[src/design/pump_cfg.svh]
// Purpose: constants for the pump, delay and power configuration slice
// Assumes: byte-wide register port, offsets are byte addresses
// Notes: all offsets, field positions and reset values live here
//
// Notes on behaviour
// - bleed current spans pump[7:6] and upper byte
// - pump bit 5 picks bleed sink or source
// - pump bit 4 enables bleed, resets off
// - delay bit 7 inverts the clock output
// - delay bits 6:0 feedback code, resets zero
// - next register bits 6:0 reference code
// - reference register bit 7 picks 3.3V logic
// - power bits 5:4 set output swing
// - power bit 3 powers down divider path
// - reference detector starts powered down, writing bit 2 low clears
// - power bit 1 controls temperature converter
`ifndef PUMP_CFG_SVH
`define PUMP_CFG_SVH

`define ADDR_W 8
`define DATA_W 8

`define OFS_PUMP_BLEED_CONTROL 8'h15
`define OFS_BLEED_CURRENT_UPPER 8'h16
`define OFS_FEEDBACK_DELAY_INVERT 8'h17
`define OFS_REFERENCE_DELAY_LEVEL 8'h18
`define OFS_OUTPUT_SWING_POWER 8'h19

`define RST_PUMP_BLEED_CONTROL 8'h00
`define RST_BLEED_CURRENT_UPPER 8'h00
`define RST_FEEDBACK_DELAY_INVERT 8'h00
`define RST_REFERENCE_DELAY_LEVEL 8'h00
`define RST_OUTPUT_SWING_POWER 8'h04

`define BLEED_LOW_MSB 7
`define BLEED_LOW_LSB 6
`define BLEED_DIR_BIT 5
`define BLEED_EN_BIT 4
`define PUMP_CUR_MSB 3
`define PUMP_CUR_LSB 0
`define INVERT_BIT 7
`define DELAY_MSB 6
`define DELAY_LSB 0
`define LEVEL_BIT 7
`define SWING_MSB 5
`define SWING_LSB 4
`define DIV_PD_BIT 3
`define RDET_PD_BIT 2
`define TEMP_PD_BIT 1
`define CALDAC_PD_BIT 0

`define BLEED_W 10
`define DELAY_W 7
`define BUF_W 25

`endif

[src/design/pump_pkg.sv]
// Purpose: shared types of the configuration slice
// Assumes: widths from pump_cfg.svh
// Notes: types only
`include "pump_cfg.svh"
package pump_pkg;
    typedef logic [`ADDR_W-1:0] reg_addr_t;
    typedef logic [`DATA_W-1:0] reg_byte_t;
    typedef logic [`BLEED_W-1:0] bleed_code_t;
    typedef logic [`DELAY_W-1:0] delay_code_t;
    typedef logic [`BUF_W-1:0] buffered_t;
endpackage

[src/design/buffered_fields.sv]
// Purpose: active copy of the double-buffered fields
// Assumes: shadow copy is the software-visible register contents
// Notes: active follows one cycle after the shadow when unbuffered
`timescale 1ns/1ps
`include "pump_cfg.svh"
module buffered_fields
    import pump_pkg::*;
(
    input wire logic ref_clk,
    input wire logic resetn,
    input wire buffered_t shadow,
    input wire logic buffer_enable,
    input wire logic buffer_update,
    output buffered_t active
);
    // active loads on update, or every cycle with buffering off
    always_ff @(posedge ref_clk or negedge resetn) begin
        if (!resetn) begin
            active <= '0;
        end else if (!buffer_enable || buffer_update) begin
            active <= shadow;
        end
    end
endmodule

[src/design/pump_delay_power_cfg_regs.sv]
// Purpose: pump, delay and power configuration registers
// Assumes: byte register port synchronous to ref_clk, one access per cycle
// Notes: reads answer one cycle later; unmapped reads return zero
`timescale 1ns/1ps
`include "pump_cfg.svh"
module pump_delay_power_cfg_regs
    import pump_pkg::*;
(
    input wire logic ref_clk,
    input wire logic resetn,
    input wire reg_addr_t reg_addr,
    input wire reg_byte_t reg_wdata,
    input wire logic reg_wr,
    input wire logic reg_rd,
    output reg_byte_t reg_rdata,
    output logic reg_rvalid,
    input wire logic buffer_enable,
    input wire logic buffer_update,
    output logic [3:0] pump_current_code,
    output bleed_code_t bleed_current,
    output logic bleed_direction,
    output logic bleed_enable,
    output logic output_clock_inversion,
    output delay_code_t feedback_delay_code,
    output delay_code_t reference_delay_code,
    output logic io_logic_level_select,
    output logic [1:0] output_swing_code,
    output logic divider_power_down,
    output logic reference_detector_off,
    output logic temp_converter_off,
    output logic cal_dac_off
);
    reg_byte_t pump_bleed_control;
    reg_byte_t bleed_current_upper;
    reg_byte_t feedback_delay_invert;
    reg_byte_t reference_delay_level;
    reg_byte_t output_swing_power;
    buffered_t shadow;
    buffered_t active;
    reg_byte_t next_rdata;

    // register writes
    always_ff @(posedge ref_clk or negedge resetn) begin
        if (!resetn) begin
            pump_bleed_control <= `RST_PUMP_BLEED_CONTROL;
            bleed_current_upper <= `RST_BLEED_CURRENT_UPPER;
            feedback_delay_invert <= `RST_FEEDBACK_DELAY_INVERT;
            reference_delay_level <= `RST_REFERENCE_DELAY_LEVEL;
            output_swing_power <= `RST_OUTPUT_SWING_POWER;
        end else if (reg_wr) begin
            case (reg_addr)
                `OFS_PUMP_BLEED_CONTROL: begin
                    pump_bleed_control <= reg_wdata;
                end
                `OFS_BLEED_CURRENT_UPPER: begin
                    bleed_current_upper <= reg_wdata;
                end
                `OFS_FEEDBACK_DELAY_INVERT: begin
                    feedback_delay_invert <= reg_wdata;
                end
                `OFS_REFERENCE_DELAY_LEVEL: begin
                    reference_delay_level <= reg_wdata;
                end
                `OFS_OUTPUT_SWING_POWER: begin
                    // reserved pair stored as written, software owns its value
                    output_swing_power <= reg_wdata;
                end
                default: begin
                end
            endcase
        end
    end

    // read mux, no side effects on read
    always_comb begin
        case (reg_addr)
            `OFS_PUMP_BLEED_CONTROL: next_rdata = pump_bleed_control;
            `OFS_BLEED_CURRENT_UPPER: next_rdata = bleed_current_upper;
            `OFS_FEEDBACK_DELAY_INVERT: next_rdata = feedback_delay_invert;
            `OFS_REFERENCE_DELAY_LEVEL: next_rdata = reference_delay_level;
            `OFS_OUTPUT_SWING_POWER: next_rdata = output_swing_power;
            default: next_rdata = '0;
        endcase
    end

    always_ff @(posedge ref_clk or negedge resetn) begin
        if (!resetn) begin
            reg_rdata <= '0;
            reg_rvalid <= 1'b0;
        end else begin
            reg_rvalid <= reg_rd;
            if (reg_rd) begin
                reg_rdata <= next_rdata;
            end
        end
    end

    // readback always shows the shadow, so software sees what it wrote
    assign shadow = {bleed_current_upper,
                     pump_bleed_control[`BLEED_LOW_MSB:`BLEED_LOW_LSB],
                     feedback_delay_invert[`INVERT_BIT],
                     feedback_delay_invert[`DELAY_MSB:`DELAY_LSB],
                     reference_delay_level[`DELAY_MSB:`DELAY_LSB]};

    buffered_fields u_buffered (
        .ref_clk(ref_clk),
        .resetn(resetn),
        .shadow(shadow),
        .buffer_enable(buffer_enable),
        .buffer_update(buffer_update),
        .active(active)
    );

    assign bleed_current = active[24:15];
    assign output_clock_inversion = active[14];
    assign feedback_delay_code = active[13:7];
    assign reference_delay_code = active[6:0];

    assign pump_current_code = pump_bleed_control[`PUMP_CUR_MSB:`PUMP_CUR_LSB];
    assign bleed_direction = pump_bleed_control[`BLEED_DIR_BIT];
    assign bleed_enable = pump_bleed_control[`BLEED_EN_BIT];
    assign io_logic_level_select = reference_delay_level[`LEVEL_BIT];
    assign output_swing_code = output_swing_power[`SWING_MSB:`SWING_LSB];
    assign divider_power_down = output_swing_power[`DIV_PD_BIT];
    assign reference_detector_off = output_swing_power[`RDET_PD_BIT];
    assign temp_converter_off = output_swing_power[`TEMP_PD_BIT];
    assign cal_dac_off = output_swing_power[`CALDAC_PD_BIT];

    // checks
    property p_bleed_split;
        @(posedge ref_clk) disable iff (!resetn)
        reg_wr && reg_addr == `OFS_BLEED_CURRENT_UPPER && !buffer_enable ##1 !buffer_enable
        |=> bleed_current[`BLEED_W-1:2] == $past(reg_wdata, 2);
    endproperty
    a_bleed_split: assert property (p_bleed_split) else $error("bleed upper byte not applied");

    property p_bleed_dir;
        @(posedge ref_clk) disable iff (!resetn)
        reg_wr && reg_addr == `OFS_PUMP_BLEED_CONTROL |=> bleed_direction == $past(reg_wdata[`BLEED_DIR_BIT]);
    endproperty
    a_bleed_dir: assert property (p_bleed_dir) else $error("bleed direction wrong");

    property p_bleed_en;
        @(posedge ref_clk) disable iff (!resetn)
        reg_wr && reg_addr == `OFS_PUMP_BLEED_CONTROL |=> bleed_enable == $past(reg_wdata[`BLEED_EN_BIT]);
    endproperty
    a_bleed_en: assert property (p_bleed_en) else $error("bleed enable wrong");

    property p_invert_hold;
        @(posedge ref_clk) disable iff (!resetn)
        buffer_enable && !buffer_update |=> $stable(output_clock_inversion);
    endproperty
    a_invert_hold: assert property (p_invert_hold) else $error("inversion moved without update");

    property p_fb_delay;
        @(posedge ref_clk) disable iff (!resetn)
        reg_wr && reg_addr == `OFS_FEEDBACK_DELAY_INVERT && !buffer_enable ##1 !buffer_enable
        |=> feedback_delay_code == $past(reg_wdata[`DELAY_MSB:`DELAY_LSB], 2);
    endproperty
    a_fb_delay: assert property (p_fb_delay) else $error("feedback delay not applied");

    property p_ref_update;
        @(posedge ref_clk) disable iff (!resetn)
        buffer_update |=> reference_delay_code == $past(reference_delay_level[`DELAY_MSB:`DELAY_LSB]);
    endproperty
    a_ref_update: assert property (p_ref_update) else $error("reference delay missed update");

    property p_level;
        @(posedge ref_clk) disable iff (!resetn)
        reg_wr && reg_addr == `OFS_REFERENCE_DELAY_LEVEL |=> io_logic_level_select == $past(reg_wdata[`LEVEL_BIT]);
    endproperty
    a_level: assert property (p_level) else $error("logic level wrong");

    property p_swing;
        @(posedge ref_clk) disable iff (!resetn)
        reg_wr && reg_addr == `OFS_OUTPUT_SWING_POWER
        |=> output_swing_code == $past(reg_wdata[`SWING_MSB:`SWING_LSB]);
    endproperty
    a_swing: assert property (p_swing) else $error("swing code wrong");

    property p_power_bits;
        @(posedge ref_clk) disable iff (!resetn)
        reg_wr && reg_addr == `OFS_OUTPUT_SWING_POWER
        |=> divider_power_down == $past(reg_wdata[`DIV_PD_BIT])
            && reference_detector_off == $past(reg_wdata[`RDET_PD_BIT])
            && temp_converter_off == $past(reg_wdata[`TEMP_PD_BIT]);
    endproperty
    a_power_bits: assert property (p_power_bits) else $error("power-down bits wrong");

    property p_rdet_kept;
        @(posedge ref_clk) disable iff (!resetn)
        !(reg_wr && reg_addr == `OFS_OUTPUT_SWING_POWER) |=> $stable(reference_detector_off);
    endproperty
    a_rdet_kept: assert property (p_rdet_kept) else $error("detector bit moved unwritten");

    property p_temp_kept;
        @(posedge ref_clk) disable iff (!resetn)
        !(reg_wr && reg_addr == `OFS_OUTPUT_SWING_POWER) |=> $stable(temp_converter_off);
    endproperty
    a_temp_kept: assert property (p_temp_kept) else $error("temperature bit moved unwritten");

    // one idle cycle between write and read, as a byte host issues them
    property p_readback;
        @(posedge ref_clk) disable iff (!resetn)
        reg_wr && reg_addr == `OFS_FEEDBACK_DELAY_INVERT ##1 !reg_wr
        ##1 reg_rd && !reg_wr && reg_addr == `OFS_FEEDBACK_DELAY_INVERT
        |=> reg_rvalid && reg_rdata == $past(reg_wdata, 3);
    endproperty
    a_readback: assert property (p_readback) else $error("readback differs from write");

    property p_buffer_hold;
        @(posedge ref_clk) disable iff (!resetn)
        buffer_enable && !buffer_update
        |=> $stable(bleed_current) && $stable(feedback_delay_code) && $stable(reference_delay_code);
    endproperty
    a_buffer_hold: assert property (p_buffer_hold) else $error("buffered field moved without update");

    property p_buffer_load;
        @(posedge ref_clk) disable iff (!resetn)
        buffer_update |=> {bleed_current, output_clock_inversion, feedback_delay_code, reference_delay_code}
            == $past({bleed_current_upper, pump_bleed_control[`BLEED_LOW_MSB:`BLEED_LOW_LSB],
                      feedback_delay_invert, reference_delay_level[`DELAY_MSB:`DELAY_LSB]});
    endproperty
    a_buffer_load: assert property (p_buffer_load) else $error("update pulse did not load fields");

    property p_unbuffered_follow;
        @(posedge ref_clk) disable iff (!resetn)
        !buffer_enable |=> {bleed_current, output_clock_inversion, feedback_delay_code, reference_delay_code}
            == $past({bleed_current_upper, pump_bleed_control[`BLEED_LOW_MSB:`BLEED_LOW_LSB],
                      feedback_delay_invert, reference_delay_level[`DELAY_MSB:`DELAY_LSB]});
    endproperty
    a_unbuffered_follow: assert property (p_unbuffered_follow) else $error("unbuffered fields lag");

    property p_rvalid_pulse;
        @(posedge ref_clk) disable iff (!resetn)
        1'b1 |=> reg_rvalid == $past(reg_rd);
    endproperty
    a_rvalid_pulse: assert property (p_rvalid_pulse) else $error("read answer not one cycle after strobe");

    property p_rdata_hold;
        @(posedge ref_clk) disable iff (!resetn)
        !reg_rd |=> $stable(reg_rdata);
    endproperty
    a_rdata_hold: assert property (p_rdata_hold) else $error("read data moved without a read");

    property p_unmapped_read;
        @(posedge ref_clk) disable iff (!resetn)
        reg_rd && (reg_addr < `OFS_PUMP_BLEED_CONTROL || reg_addr > `OFS_OUTPUT_SWING_POWER)
        |=> reg_rdata == '0;
    endproperty
    a_unmapped_read: assert property (p_unmapped_read) else $error("unmapped read not zero");

    property p_unmapped_write;
        @(posedge ref_clk) disable iff (!resetn)
        reg_wr && (reg_addr < `OFS_PUMP_BLEED_CONTROL || reg_addr > `OFS_OUTPUT_SWING_POWER)
        |=> $stable({pump_bleed_control, bleed_current_upper, feedback_delay_invert,
                     reference_delay_level, output_swing_power});
    endproperty
    a_unmapped_write: assert property (p_unmapped_write) else $error("unmapped write changed a register");

    property p_regs_kept;
        @(posedge ref_clk) disable iff (!resetn)
        !reg_wr |=> $stable({pump_bleed_control, bleed_current_upper, feedback_delay_invert,
                             reference_delay_level, output_swing_power});
    endproperty
    a_regs_kept: assert property (p_regs_kept) else $error("register moved without a write");

    property p_pump_code;
        @(posedge ref_clk) disable iff (!resetn)
        reg_wr && reg_addr == `OFS_PUMP_BLEED_CONTROL
        |=> pump_current_code == $past(reg_wdata[`PUMP_CUR_MSB:`PUMP_CUR_LSB]);
    endproperty
    a_pump_code: assert property (p_pump_code) else $error("pump current code wrong");

    property p_cal_off;
        @(posedge ref_clk) disable iff (!resetn)
        reg_wr && reg_addr == `OFS_OUTPUT_SWING_POWER |=> cal_dac_off == $past(reg_wdata[`CALDAC_PD_BIT]);
    endproperty
    a_cal_off: assert property (p_cal_off) else $error("calibration converter bit wrong");

    property p_dir_kept;
        @(posedge ref_clk) disable iff (!resetn)
        !(reg_wr && reg_addr == `OFS_PUMP_BLEED_CONTROL) |=> $stable(bleed_direction);
    endproperty
    a_dir_kept: assert property (p_dir_kept) else $error("bleed direction moved unwritten");

    property p_en_kept;
        @(posedge ref_clk) disable iff (!resetn)
        !(reg_wr && reg_addr == `OFS_PUMP_BLEED_CONTROL) |=> $stable(bleed_enable);
    endproperty
    a_en_kept: assert property (p_en_kept) else $error("bleed enable moved unwritten");

    property p_div_kept;
        @(posedge ref_clk) disable iff (!resetn)
        !(reg_wr && reg_addr == `OFS_OUTPUT_SWING_POWER) |=> $stable(divider_power_down);
    endproperty
    a_div_kept: assert property (p_div_kept) else $error("divider power bit moved unwritten");

    property p_level_kept;
        @(posedge ref_clk) disable iff (!resetn)
        !(reg_wr && reg_addr == `OFS_REFERENCE_DELAY_LEVEL) |=> $stable(io_logic_level_select);
    endproperty
    a_level_kept: assert property (p_level_kept) else $error("logic level moved unwritten");

    c_buffered_update: cover property (@(posedge ref_clk) disable iff (!resetn)
        buffer_enable && reg_wr ##[1:8] buffer_update);
    c_unbuffered_write: cover property (@(posedge ref_clk) disable iff (!resetn)
        !buffer_enable && reg_wr && reg_addr == `OFS_BLEED_CURRENT_UPPER);
    c_detector_on: cover property (@(posedge ref_clk) disable iff (!resetn) $fell(reference_detector_off));
    c_unmapped_read: cover property (@(posedge ref_clk) disable iff (!resetn)
        reg_rd && reg_addr > `OFS_OUTPUT_SWING_POWER);
    c_readback: cover property (@(posedge ref_clk) disable iff (!resetn)
        reg_wr ##2 reg_rd && reg_addr == `OFS_FEEDBACK_DELAY_INVERT);
endmodule

[config.mk]
export PLATFORM = sky130hd
export DESIGN_NAME = pump_delay_power_cfg_regs
export DESIGN_NICKNAME = d
export VERILOG_FILES = /design/src/design/pump_pkg.sv /design/src/design/buffered_fields.sv /design/src/design/pump_delay_power_cfg_regs.sv
export VERILOG_INCLUDE_DIRS = /design/src /design/src/design
export SDC_FILE = /design/constraint.sdc
export NUM_CORES = 1
export LEC_CHECK = 0
export BUFFER_PORTS_ARGS = -buffer_cell sky130_fd_sc_hd__buf_4
export CAP_MARGIN = 20
export CORE_MARGIN = 5
export CORE_UTILIZATION = 61
export CTS_BUF_LIST = sky130_fd_sc_hd__clkbuf_4
export CTS_CLUSTER_DIAMETER = 30
export CTS_CLUSTER_SIZE = 25
export DETAILED_ROUTE_END_ITERATION = 10
export PLACE_DENSITY = 0.88
export SYNTH_ARGS = -nofsm -noshare
export SYNTH_HDL_FRONTEND = slang
export SYNTH_SLANG_ARGS = --single-unit
[constraint.sdc]
create_clock -name ref_clk -period 3.5 [get_ports ref_clk]
set_input_delay 0.35 -clock ref_clk [delete_from_list [all_inputs] [get_ports ref_clk]]
set_output_delay 0.35 -clock ref_clk [all_outputs]
set_load 0.005 [all_outputs]
* Yosys cells after proc, flatten, opt, wreduce, memory -nomap -nowiden
Index checks and enable logic that the tools add are counted.
** Storage, ports and cells
- Output and inout bits :: 47
- Register bits :: 74
** Operators by class
- Reductions and logical operators :: 7
- Equal/unequal tests :: 5
- Multiplexer cells :: 1
** Operators with widths (count)
- $eq 8x5->1 const B :: 5
- $pmux 8 s5 :: 1
- $reduce_and 2->1 :: 5
- $logic_not 1->1 :: 1
- $logic_or 1x1->1 :: 1

* Logic depth before layout (Yosys ltp)
Gate-level depths: netlist of run 1.
- Depth after elaboration :: 2
- Mapped depth :: 5

* Cells and area by module
A second synthesis of run 1 with hierarchy kept.
** Second synthesis, totals
- Cell total of the unflattened synthesis :: 215
- Area total of the unflattened synthesis :: 3342.0 um2
** By module, submodules not included
- pump_delay_power_cfg_regs :: cells each 161, instances 1, area an instance 2294.7 um2
- buffered_fields :: cells each 54, instances 1, area an instance 1047.3 um2

* Least setup slack after synthesis of run 1
No wires, ideal clock.
- Path kind :: input-to-reg
- Start :: input reg_addr[5]
- End :: register pump_bleed_control[0]
- Setup time :: 0.125 ns
- Arrival :: 1.859 ns
- Path slack :: 1.516 ns
- Required time :: 3.375 ns
- Cell stages on the path :: 4
- Buffers on the path :: 1
- Cell sequence :: or4b_1 -> buf_2 -> nor4_4 -> mux2_2
** Between the ends
- Cells in the longest elaborated chain, start to end :: 2
** Ends and longest elaborated chain
- start: declaration :: RTL line pump_delay_power_cfg_regs.sv:11 : input wire reg_addr_t reg_addr,
- $eq 8x5->1 :: RTL line pump_delay_power_cfg_regs.sv:51 : case (reg_addr)
- $reduce_and 2->1 (no line)
- end signal: assignment :: RTL line pump_delay_power_cfg_regs.sv:45 : pump_bleed_control <= `RST_PUMP_BLEED_CONTROL;
- end signal: assignment :: RTL line pump_delay_power_cfg_regs.sv:53 : pump_bleed_control <= reg_wdata;
- end: declaration :: RTL line pump_delay_power_cfg_regs.sv:33 : reg_byte_t pump_bleed_control;
Every way passes these cells.
A chain may end at the register's enable or synchronous reset.

* Final worst setup path of run 1
- Start :: input reg_addr[5]
- End :: register feedback_delay_invert[1]
** Between the ends
- Cells in the longest elaborated chain, start to end :: 2
** Ends and longest elaborated chain
- $eq 8x5->1 :: RTL line pump_delay_power_cfg_regs.sv:51
- $reduce_and 2->1 (no line)
- end signal: assignment :: RTL line pump_delay_power_cfg_regs.sv:47 : feedback_delay_invert <= `RST_FEEDBACK_DELAY_INVERT;
- end signal: assignment :: RTL line pump_delay_power_cfg_regs.sv:59 : feedback_delay_invert <= reg_wdata;
- end: declaration :: RTL line pump_delay_power_cfg_regs.sv:35 : reg_byte_t feedback_delay_invert;
Every way passes these cells.

==> results, run 1 <==
- For this run the aggregate overflow at the end of global routing stands at 0.
- The simple-gate share of the synthesized area is 0.1069.
- The total routing usage reported by global routing is 0.2168.
- Max-cap violations in this run came to 0.
- OpenSTA, run right after detailed placement, puts the worst setup slack at 1.046 ns.
- At the pin with the least slew margin, the transition time is 0.9066 ns.
- Buffers added to address setup during post-CTS repair amount to 0.
- Summed over all layers, the routed wires come to 7064 µm.
- Synthesis handed over a netlist of 232 instances.
- Dividing the detail-routed wire length by the instance count gives 19.25 µm.
- For the worst setup path, the data arrival time is 2.34 ns.
- The deepest level of the CTS H-tree is 3.
- The number of nets in the layout is 314.
- The die covers 7024 µm².
- The critical path is of the in -> reg type.
- 69 I/O pins were placed.
- The core region is 5205 µm².
- The worst register-to-register path has a depth of 3.
- The number of hold violations in the final report is 0.
- After clock tree synthesis, the clock-pin slew on the worst setup and hold paths is 0.11 ns.
- The number of gates resized after CTS was 0.
- Counting along the longest clock path gives a buffer depth of 2.
- The number of buffers inserted by port buffering is 68.
- The pre-antenna-repair detailed-routing pass consisted of 4 iterations.
- Counting the buffers created by CTS gives 9.
- The repair_antennas step left the layout with diodes totalling 0.
- The sequential fraction of design power is 0.548.
- For this design, the sink count on the clock tree is 74.
- The internal cell power is 0.001268 W.
- The initial utilization of the core area, before any placement, comes to 0.6385.
- Derived from the worst setup path, the maximum achievable clock frequency is 490.3 MHz.
- The area of all placed cells without fillers is 3996 µm².
- The share of total power dissipated in combinational logic is 0.099.
- The static leakage is 2.015 nW.
- The flow ran to the end, and the final reports show no timing, DRC or antenna violations.
- The worst max-slew margin expressed relative to the limit is 0.3956.
- The worst setup slack after layout is 1.461 ns.
- The part of the cycle the worst path needs is 0.5827.
- Of the total synthesized cell area, the portion taken by full adders, half adders and majority gates is 0.
- The horizontal die dimension is 83.81 µm.
- The synthesis-to-finish area growth is 20.26%.
- The tightest min-delay check is of the in -> async type.
- The DRC violation total after the first TritonRoute iteration is 122.
- The switching portion of total power is 0.2430.
- The sum of routed wire segments on met1 is 3070 µm.
- Across the VDD grid, the largest voltage drop is 358.3 µV.
- The worst setup path is launched from a primary input.
- The count of unique library cells instantiated by Yosys is 29.
- The fraction of the mapped netlist area in compound gates is 0.04443.
- The routed layout has 2161 vias.
- For this run, the register share of the synthesized area comes to 0.5576.
- The power per cell area is 419.2 nW/µm².
- Counting flops and latches in the post-synthesis netlist gives 74.
- The detailed-placement wirelength estimate is 4913 µm.
- The initial antenna violation count was 0.
- The mapped netlist covers 3323 µm².
- The floorplan has 26 rows.
- Across the routed clock network, the largest skew measured is 0.01392 ns.
- The number of hold buffers added after CTS was 0.
- Summed over all nets, the switching power comes to 0.0004070 W.
- The number of warnings printed during yosys synthesis is 0.
- Of the total synthesized cell area, the portion taken by XOR and XNOR cells is 0.
- The clock tree from TritonCTS is built.
- The average instance in the mapped netlist occupies 14.32 µm².
- The buffer type at the clock tree root is clkbuf_4.
- The max-slew violation total from the final report is 0.
- The maximum number of pins on one net before global-route repair is 75.
- The mean number of vias per cell is 5.888.
- The mux contribution to synthesized area is 0.2519.
- The amount of wire on met3 after detailed routing is 382 µm.
- The global-route wire length before repair is 11900 µm.
- The final critical path time including I/O delays and setup is 2.039 ns.
- The proportion of layout cells with a drive suffix above 1 is 0.5387.
- When the netlist entered floorplanning its net count stood at 254.
- Setup violations remaining at the end of the flow were counted as 0.
- After detailed routing, the met2 layer carries 3542 µm of wire.
- Along the worst path, the maximum fanout reaches 8.
- STA classifies the critical path endpoint as a register.
- The via count of the first global-routing pass came to 2314.
- The DRC violation count after routing is 0.
- The main combinational cell family by area after synthesis is multiplexers.
- The share of total power in the clock network is 0.353.
- Data on the critical path is required at its endpoint by 3.80 ns.
- Setup repair after global routing left no endpoint under its margin.
- The later pin in the worst-skew pair is clocked with a latency of 0.41 ns.
- The die boundary height is 83.81 µm.
- The weighted congestion at the end of routability-driven global placement is 0.7904.
- Summed over all failing endpoints, the final setup total negative slack is 0 ns.
- After detailed routing, no signal wire sits above met4.
- Once placement finished, the instance area stood at 3835 µm².
- The number of antenna-violating nets in the routed design is 0.
[power by group through the flow]
stage / Clock, W / Sequential, W / Combinational, W
after global placement: 0 / 0.000933 / 0.000163
final: 0.000591 / 0.000919 / 0.000166
after floorplan: 0 / 0.000929 / 0.0000804
after detailed placement: 0 / 0.000935 / 0.000168
after global routing: 0.000635 / 0.000924 / 0.000182
after CTS: 0.000598 / 0.000919 / 0.000168
[cells by family (layout without fill, tap and decap cells)]
group	count (synthesis)	after routing
multiplexers	75	75
flip-flops	74	74
AND/OR/NAND/NOR	37	37
buffers and inverters	28	93
AO/OA/AOI/OAI	18	18
[metrics by stage]
stage	cells	power, W	hold slack, ns	util
6_report	367	0.001675	0.05340	0.7678
5_1_grt	367	0.001741	0.1201	0.7678
4_1_cts	367	0.001685	0.07223	0.7678
3_5_place_dp	351	0.001103	0.4947	0.7368
3_3_place_gp	351	0.001096	0.4819	0.7368
2_1_floorplan	232	0.001010	0.05441	-
[sequential cells by signal, indices dropped and copies added, names as in the netlist]
name and flops:
u_buffered.active 25, bleed_current_upper 8, feedback_delay_invert 8, output_swing_power 8, pump_bleed_control 8, reference_delay_level 8, reg_rdata 8, reg_rvalid 1
[final cells by class]
cell class | instances | area, µm²
flip-flops and latches | 74 | 1853
multi-input cells | 130 | 1343
fillers | 349 | 1209
repair buffers | 70 | 525.5
clock inverters | 7 | 93.84
well taps | 70 | 87.58
clock buffers | 9 | 67.56
inverters | 7 | 26.28
[worst paths after layout]
kind	to	start	slack (ns)
worst max-delay path	feedback_delay_invert[1]$_DFFE_PN0P_	reg_addr[5]	1.46
worst min-delay path	u_buffered.active[16]$_DFFE_PN0P_	resetn	0.05
worst max register to register	reg_rdata[1]$_DFFE_PN0P_	output_swing_power[1]$_DFFE_PN0P_	2.07
worst min register to register	u_buffered.active[12]$_DFFE_PN0P_	u_buffered.active[12]$_DFFE_PN0P_	0.52
max in group asynchronous	u_buffered.active[12]$_DFFE_PN0P_	resetn	2.86
min in group ref_clk	reg_rvalid$_DFF_PN0_	reg_rd	0.17
[critical path: stages]
cell and delay (ns):
buf_4 0.11, or4b_1 0.69, nor3_2 0.77, mux2_2 0.42
[layout by cell type, fill, tap and decap left out]
cell,Yosys,layout
a22oi_1,2,2
a41oi_1,2,2
and4b_1,12,12
buf_4,6,70
bufinv_16,0,2
clkbuf_4,0,9
clkinv_2,0,2
clkinv_4,0,1
clkinvlp_4,0,2
dfrtp_1,73,73
dfstp_2,1,1
inv_1,7,7
mux2_1,1,1
mux2_2,68,68
mux2i_1,6,6
nand2_1,1,1
nand2b_1,1,1
nand3_1,1,1
nand3b_1,1,1
nand4_1,2,2
nor2b_1,6,5
nor2b_2,0,1
nor3_2,1,1
nor3b_1,1,1
nor4_4,2,2
nor4b_1,1,1
nor4b_4,1,1
nor4bb_1,6,6
o21ai_0,2,2
o221ai_1,6,6
o311ai_0,6,6
or4b_1,1,1
[routing by layer]
metal | GRT usage | vias up
met3 | 0.05232 | 6
met2 | 0.3384 | 59
met4 | 0.09357 | 0
met1 | 0.2898 | 1107
li1 | - | 989
met5 | 0 | -
[synth_stat cells, drive strengths merged]
master  number  share of area
dfrtp       73           0.55
mux2        69           0.23
and4b       12          0.036
clkbuf      11          0.012
buf         10          0.019
inv          7         0.0079
mux2i        6          0.018
nor2b        6          0.011
nor4bb       6          0.018
o221ai       6          0.016
o311ai       6          0.016
a22oi        2         0.0045
a41oi        2         0.0053
nand4        2         0.0038
nor4         2          0.013
nor4b        2         0.0098
o21ai        2         0.0030
dfstp        1         0.0079
nand2        1         0.0011
nand2b       1         0.0019
nand3        1         0.0015
nand3b       1         0.0023
nor3         1         0.0030
nor3b        1         0.0023
or4b         1         0.0030
Note: power is estimated with default switching activity, not from simulation.
==> run 2: changes to the inputs <==
Settings changed: CORE_UTILIZATION 61 to 51, PLACE_DENSITY 0.88 to 0.78.
Clock period 3.5 ns to 1.65 ns, I/O delays scaled along.
==> results, run 2 (synthesized netlist as in run 1, its figures left out) <==
- Run status: complete, no violations (unchanged).
- The via count of the first global-routing pass is 2401 (was 2314).
- The data required time at the worst endpoint is 1.98 ns (was 3.80 ns).
- The maximum clock skew at final layout was 0.006479 ns (was 0.01392 ns).
- The worst-skew pair later-pin latency came to 0.42 ns (was 0.41 ns).
- The horizontal die dimension was 90.72 µm (was 83.81 µm).
- The end point of the most critical hold path is bleed_current_upper[2]$_DFFE_PN0P_.
- The synthesis-to-finish area growth is 29.67% (was 20.26%).
- The CTS clock-pin slew for the worst setup and hold paths is 0.12 ns (was 0.11 ns).
- The worst slack at placement was -0.1732 ns (was 1.046 ns).
- The initial antenna violation count was 0 (unchanged).
- The transition time of the tightest slew-check pin came to 0.5203 ns (was 0.9066 ns).
- The number of buffers inserted by port buffering is 68 (unchanged).
- The setup TNS is 0 ns (unchanged).
- The buffering stage count on the worst path with inverters included was 2 (was 1).
- The total detailed-routing wirelength is 7639 µm (was 7064 µm).
- The placeable core area is 6350 µm² (was 5205 µm²).
- The worst max-slew margin expressed relative to the limit is 0.6524 (was 0.3956).
- The cell with the largest stage delay on the worst path is dlygate4sd3_1 (was nor3_2).
- The number of antenna diodes is 0 (unchanged).
- The total area of multi-input combinational cells is 1370 µm² (was 1343 µm²).
- The type of the worst setup path is in -> reg (unchanged).
- The total setup violations reported at the end of the flow is 0 (unchanged).
- The non-filler instance count after layout is 402 (was 367).
- The depth of the worst hold-timing path is 2.
- The nature of the critical path endpoint is a register (unchanged).
- The register ranked first by flip-flop count is u_buffered.active (unchanged).
- The number of flip-flops under the largest register name was 25 (unchanged).
- The static leakage is 2.184 nW (was 2.015 nW).
- The number of vias after detailed routing came to 2283 (was 2161).
- The critical-path maximum fanout is 14 (was 8).
- The family with the most delay on the worst path is buffers and inverters (was simple AND/OR/NAND/NOR gates).
- The number of primary I/O pins was 69 (unchanged).
- RSZ-0062 raised after global routing: no (unchanged).
- The class of the tightest hold or removal check is in -> reg (was in -> async).
- The mean number of vias per cell was 5.679 (was 5.888).
- The deepest level of the CTS H-tree came to 3 (unchanged).
- The origin of the critical flop-to-flop path is pump_bleed_control[5]$_DFFE_PN0P_ (was output_swing_power[1]$_DFFE_PN0P_).
- Dividing the final minimum period by the clock period gives 0.8575.
- The placed cell count is 377 (was 351).
- The clock tree from TritonCTS is built (unchanged).
- The number of nets in the layout is 342 (was 314).
- The commonest non-fill, non-tap cell in the layout was buf_4 (was dfrtp_1).
- The proportion of layout cells with a drive suffix above 1 came to 0.5508 (was 0.5387).
- The number of hold violations in the final report is 0 (unchanged).
- The global-route wire length before repair is 12860 µm (was 11900 µm).
- The number of max-cap violations is 0 (unchanged).
- The launch point of the worst hold path is reg_wdata[2].
- The final critical path time including I/O delays and setup is 1.415 ns.
- The detailed-placement wirelength estimate is 5361 µm (was 4913 µm).
- The post-CTS setup buffer count came to 0 (unchanged).
- The timing-limited maximum frequency is 706.8 MHz.
- The area of all placed cells without fillers was 4309 µm² (was 3996 µm²).
- The DRC violation total after the first TritonRoute iteration is 129 (was 122).
- The maximum number of pins on one net before global-route repair is 35 (was 75).
- The overflow left after global routing was 0 (unchanged).
- The post-detailed-placement cell area is 4039 µm² (was 3835 µm²).
- The data arrival time of the critical path is 1.74 ns (was 2.34 ns).
- The wire length per cell after detailed routing came to 19.00 µm (was 19.25 µm).
- The capturing point of the worst reg2reg path is reg_rdata[5]$_DFFE_PN0P_ (was reg_rdata[1]$_DFFE_PN0P_).
- The number of antenna-violating nets in the routed design is 0 (unchanged).
- The number of detailed-routing iterations run before antenna repair is 4 (unchanged).
- Commonest cells after routing, fill and taps aside: 87 x buf_4, 73 x dfrtp_1, 65 x mux2_2 (was 73 x dfrtp_1, 70 x buf_4, 68 x mux2_2).
- The weighted congestion at the end of routability-driven global placement is 0.7813 (was 0.7904).
- The die boundary height is 90.72 µm (was 83.81 µm).
- The largest stage delay on the critical path is 0.52 ns (was 0.77 ns).
- The startpoint type of the worst setup path is a primary input (unchanged).
- The path depth of the worst reg2reg path is 3 (unchanged).
- The max-slew violation total from the final report was 0 (unchanged).
- The worst setup slack after layout is 0.2352 ns (was 1.461 ns).
- The buffer type at the clock tree root is clkbuf_4 (unchanged).
- The power per cell area was 873.8 nW/µm² (was 419.2 nW/µm²).
- The initial cell density of the core is 0.5233 (was 0.6385).
- The post-CTS resize count was 0 (unchanged).
- The total routing usage reported by global routing is 0.1986 (was 0.2168).
- The number of fillers in the final layout is 460 (was 349).
- The maximum buffer depth of the clock tree is 2 (unchanged).
- The area of all sequential standard cells is 1853 µm² (unchanged).
- The DRC violation count after routing is 0 (unchanged).
- The worst-case register-to-register setup slack came to 0.37 ns (was 2.07 ns).
- The full die area is 8230 µm² (was 7024 µm²).
- Cells along the critical path: dlygate4sd3_1 > buf_4 > nor2b_1 > o311ai_0 > o221ai_1 (was buf_4 > or4b_1 > nor3_2 > mux2_2).
- The worst vdd rail ir drop is 544.1 µV (was 358.3 µV).
- The row count came to 29 (was 26).
- The number of buffers created by CTS is 9 (unchanged).
- The sink count of the clock tree is 74 (unchanged).
-- run 2: cell type report --
cell class,count,share of cell area
Clock buffer,10,0.01742
Tap cell,77,0.02236
Inverter,7,0.006098
Timing Repair Buffer,98,0.1818
Sequential cell,74,0.4300
Multi-Input combinational cell,130,0.3179
Clock inverter,6,0.02439
-- run 2: per-stage QoR --
stage | hold WS, ns | utilization | power [W]
final | 0.02701 | 0.6786 | 0.003765
after global routing | 0.0002164 | 0.6786 | 0.003919
after CTS | 0.0008842 | 0.6786 | 0.003800
after detailed placement | 0.1383 | 0.6361 | 0.002373
after global placement | 0.1401 | 0.6361 | 0.002362
after floorplan | -0.1306 | - | 0.002146
-- run 2: worst max path at each step --
stage | slack (ns) | depth (start not counted) | end | from
2_1_floorplan | -0.09 | 4 | reference_delay_level[0]$_DFFE_PN0P_ | reg_addr[5]
3_3_place_gp | -0.17 | 5 | bleed_current_upper[4]$_DFFE_PN0P_ | reg_addr[5]
3_5_place_dp | -0.17 | 5 | bleed_current_upper[1]$_DFFE_PN0P_ | reg_addr[5]
4_1_cts | 0.28 | 5 | bleed_current_upper[3]$_DFFE_PN0P_ | reg_addr[5]
5_1_grt | 0.11 | 5 | reg_rdata[2]$_DFFE_PN0P_ | reg_rd
6_report | 0.24 | 5 | reg_rdata[0]$_DFFE_PN0P_ | reg_rd
-- run 2: worst reg2reg max path, stage by stage, from the launching register on --
cell and delay, ns:
dfrtp_1 0.42, and4b_1 0.20, o311ai_0 0.36, o221ai_1 0.18
-- run 2: per-layer routing --
layer | routed length [µm] | vias to the layer above | share of wire | track usage
met2 | 3445 | 75 | 0.45 | 0.2869
li1 | - | 1041 | - | -
met3 | 410 | 13 | 0.054 | 0.05000
met4 | 136 | 0 | 0.018 | 0.07692
met5 | 0 | - | 0 | 0
met1 | 3647 | 1154 | 0.48 | 0.2861
-- run 2: what timing repair did --
action,CTS,global route
setup endpoints to repair,0,0
hold buffers,9,0
endpoints found under the hold margin,52,0
-- run 2: where the power goes --
group	switching [W]	internal, W
Clock	0.000640	0.000775
Sequential	0.0000542	0.00189
Combinational	0.000178	0.000224
Total	0.000872	0.00289
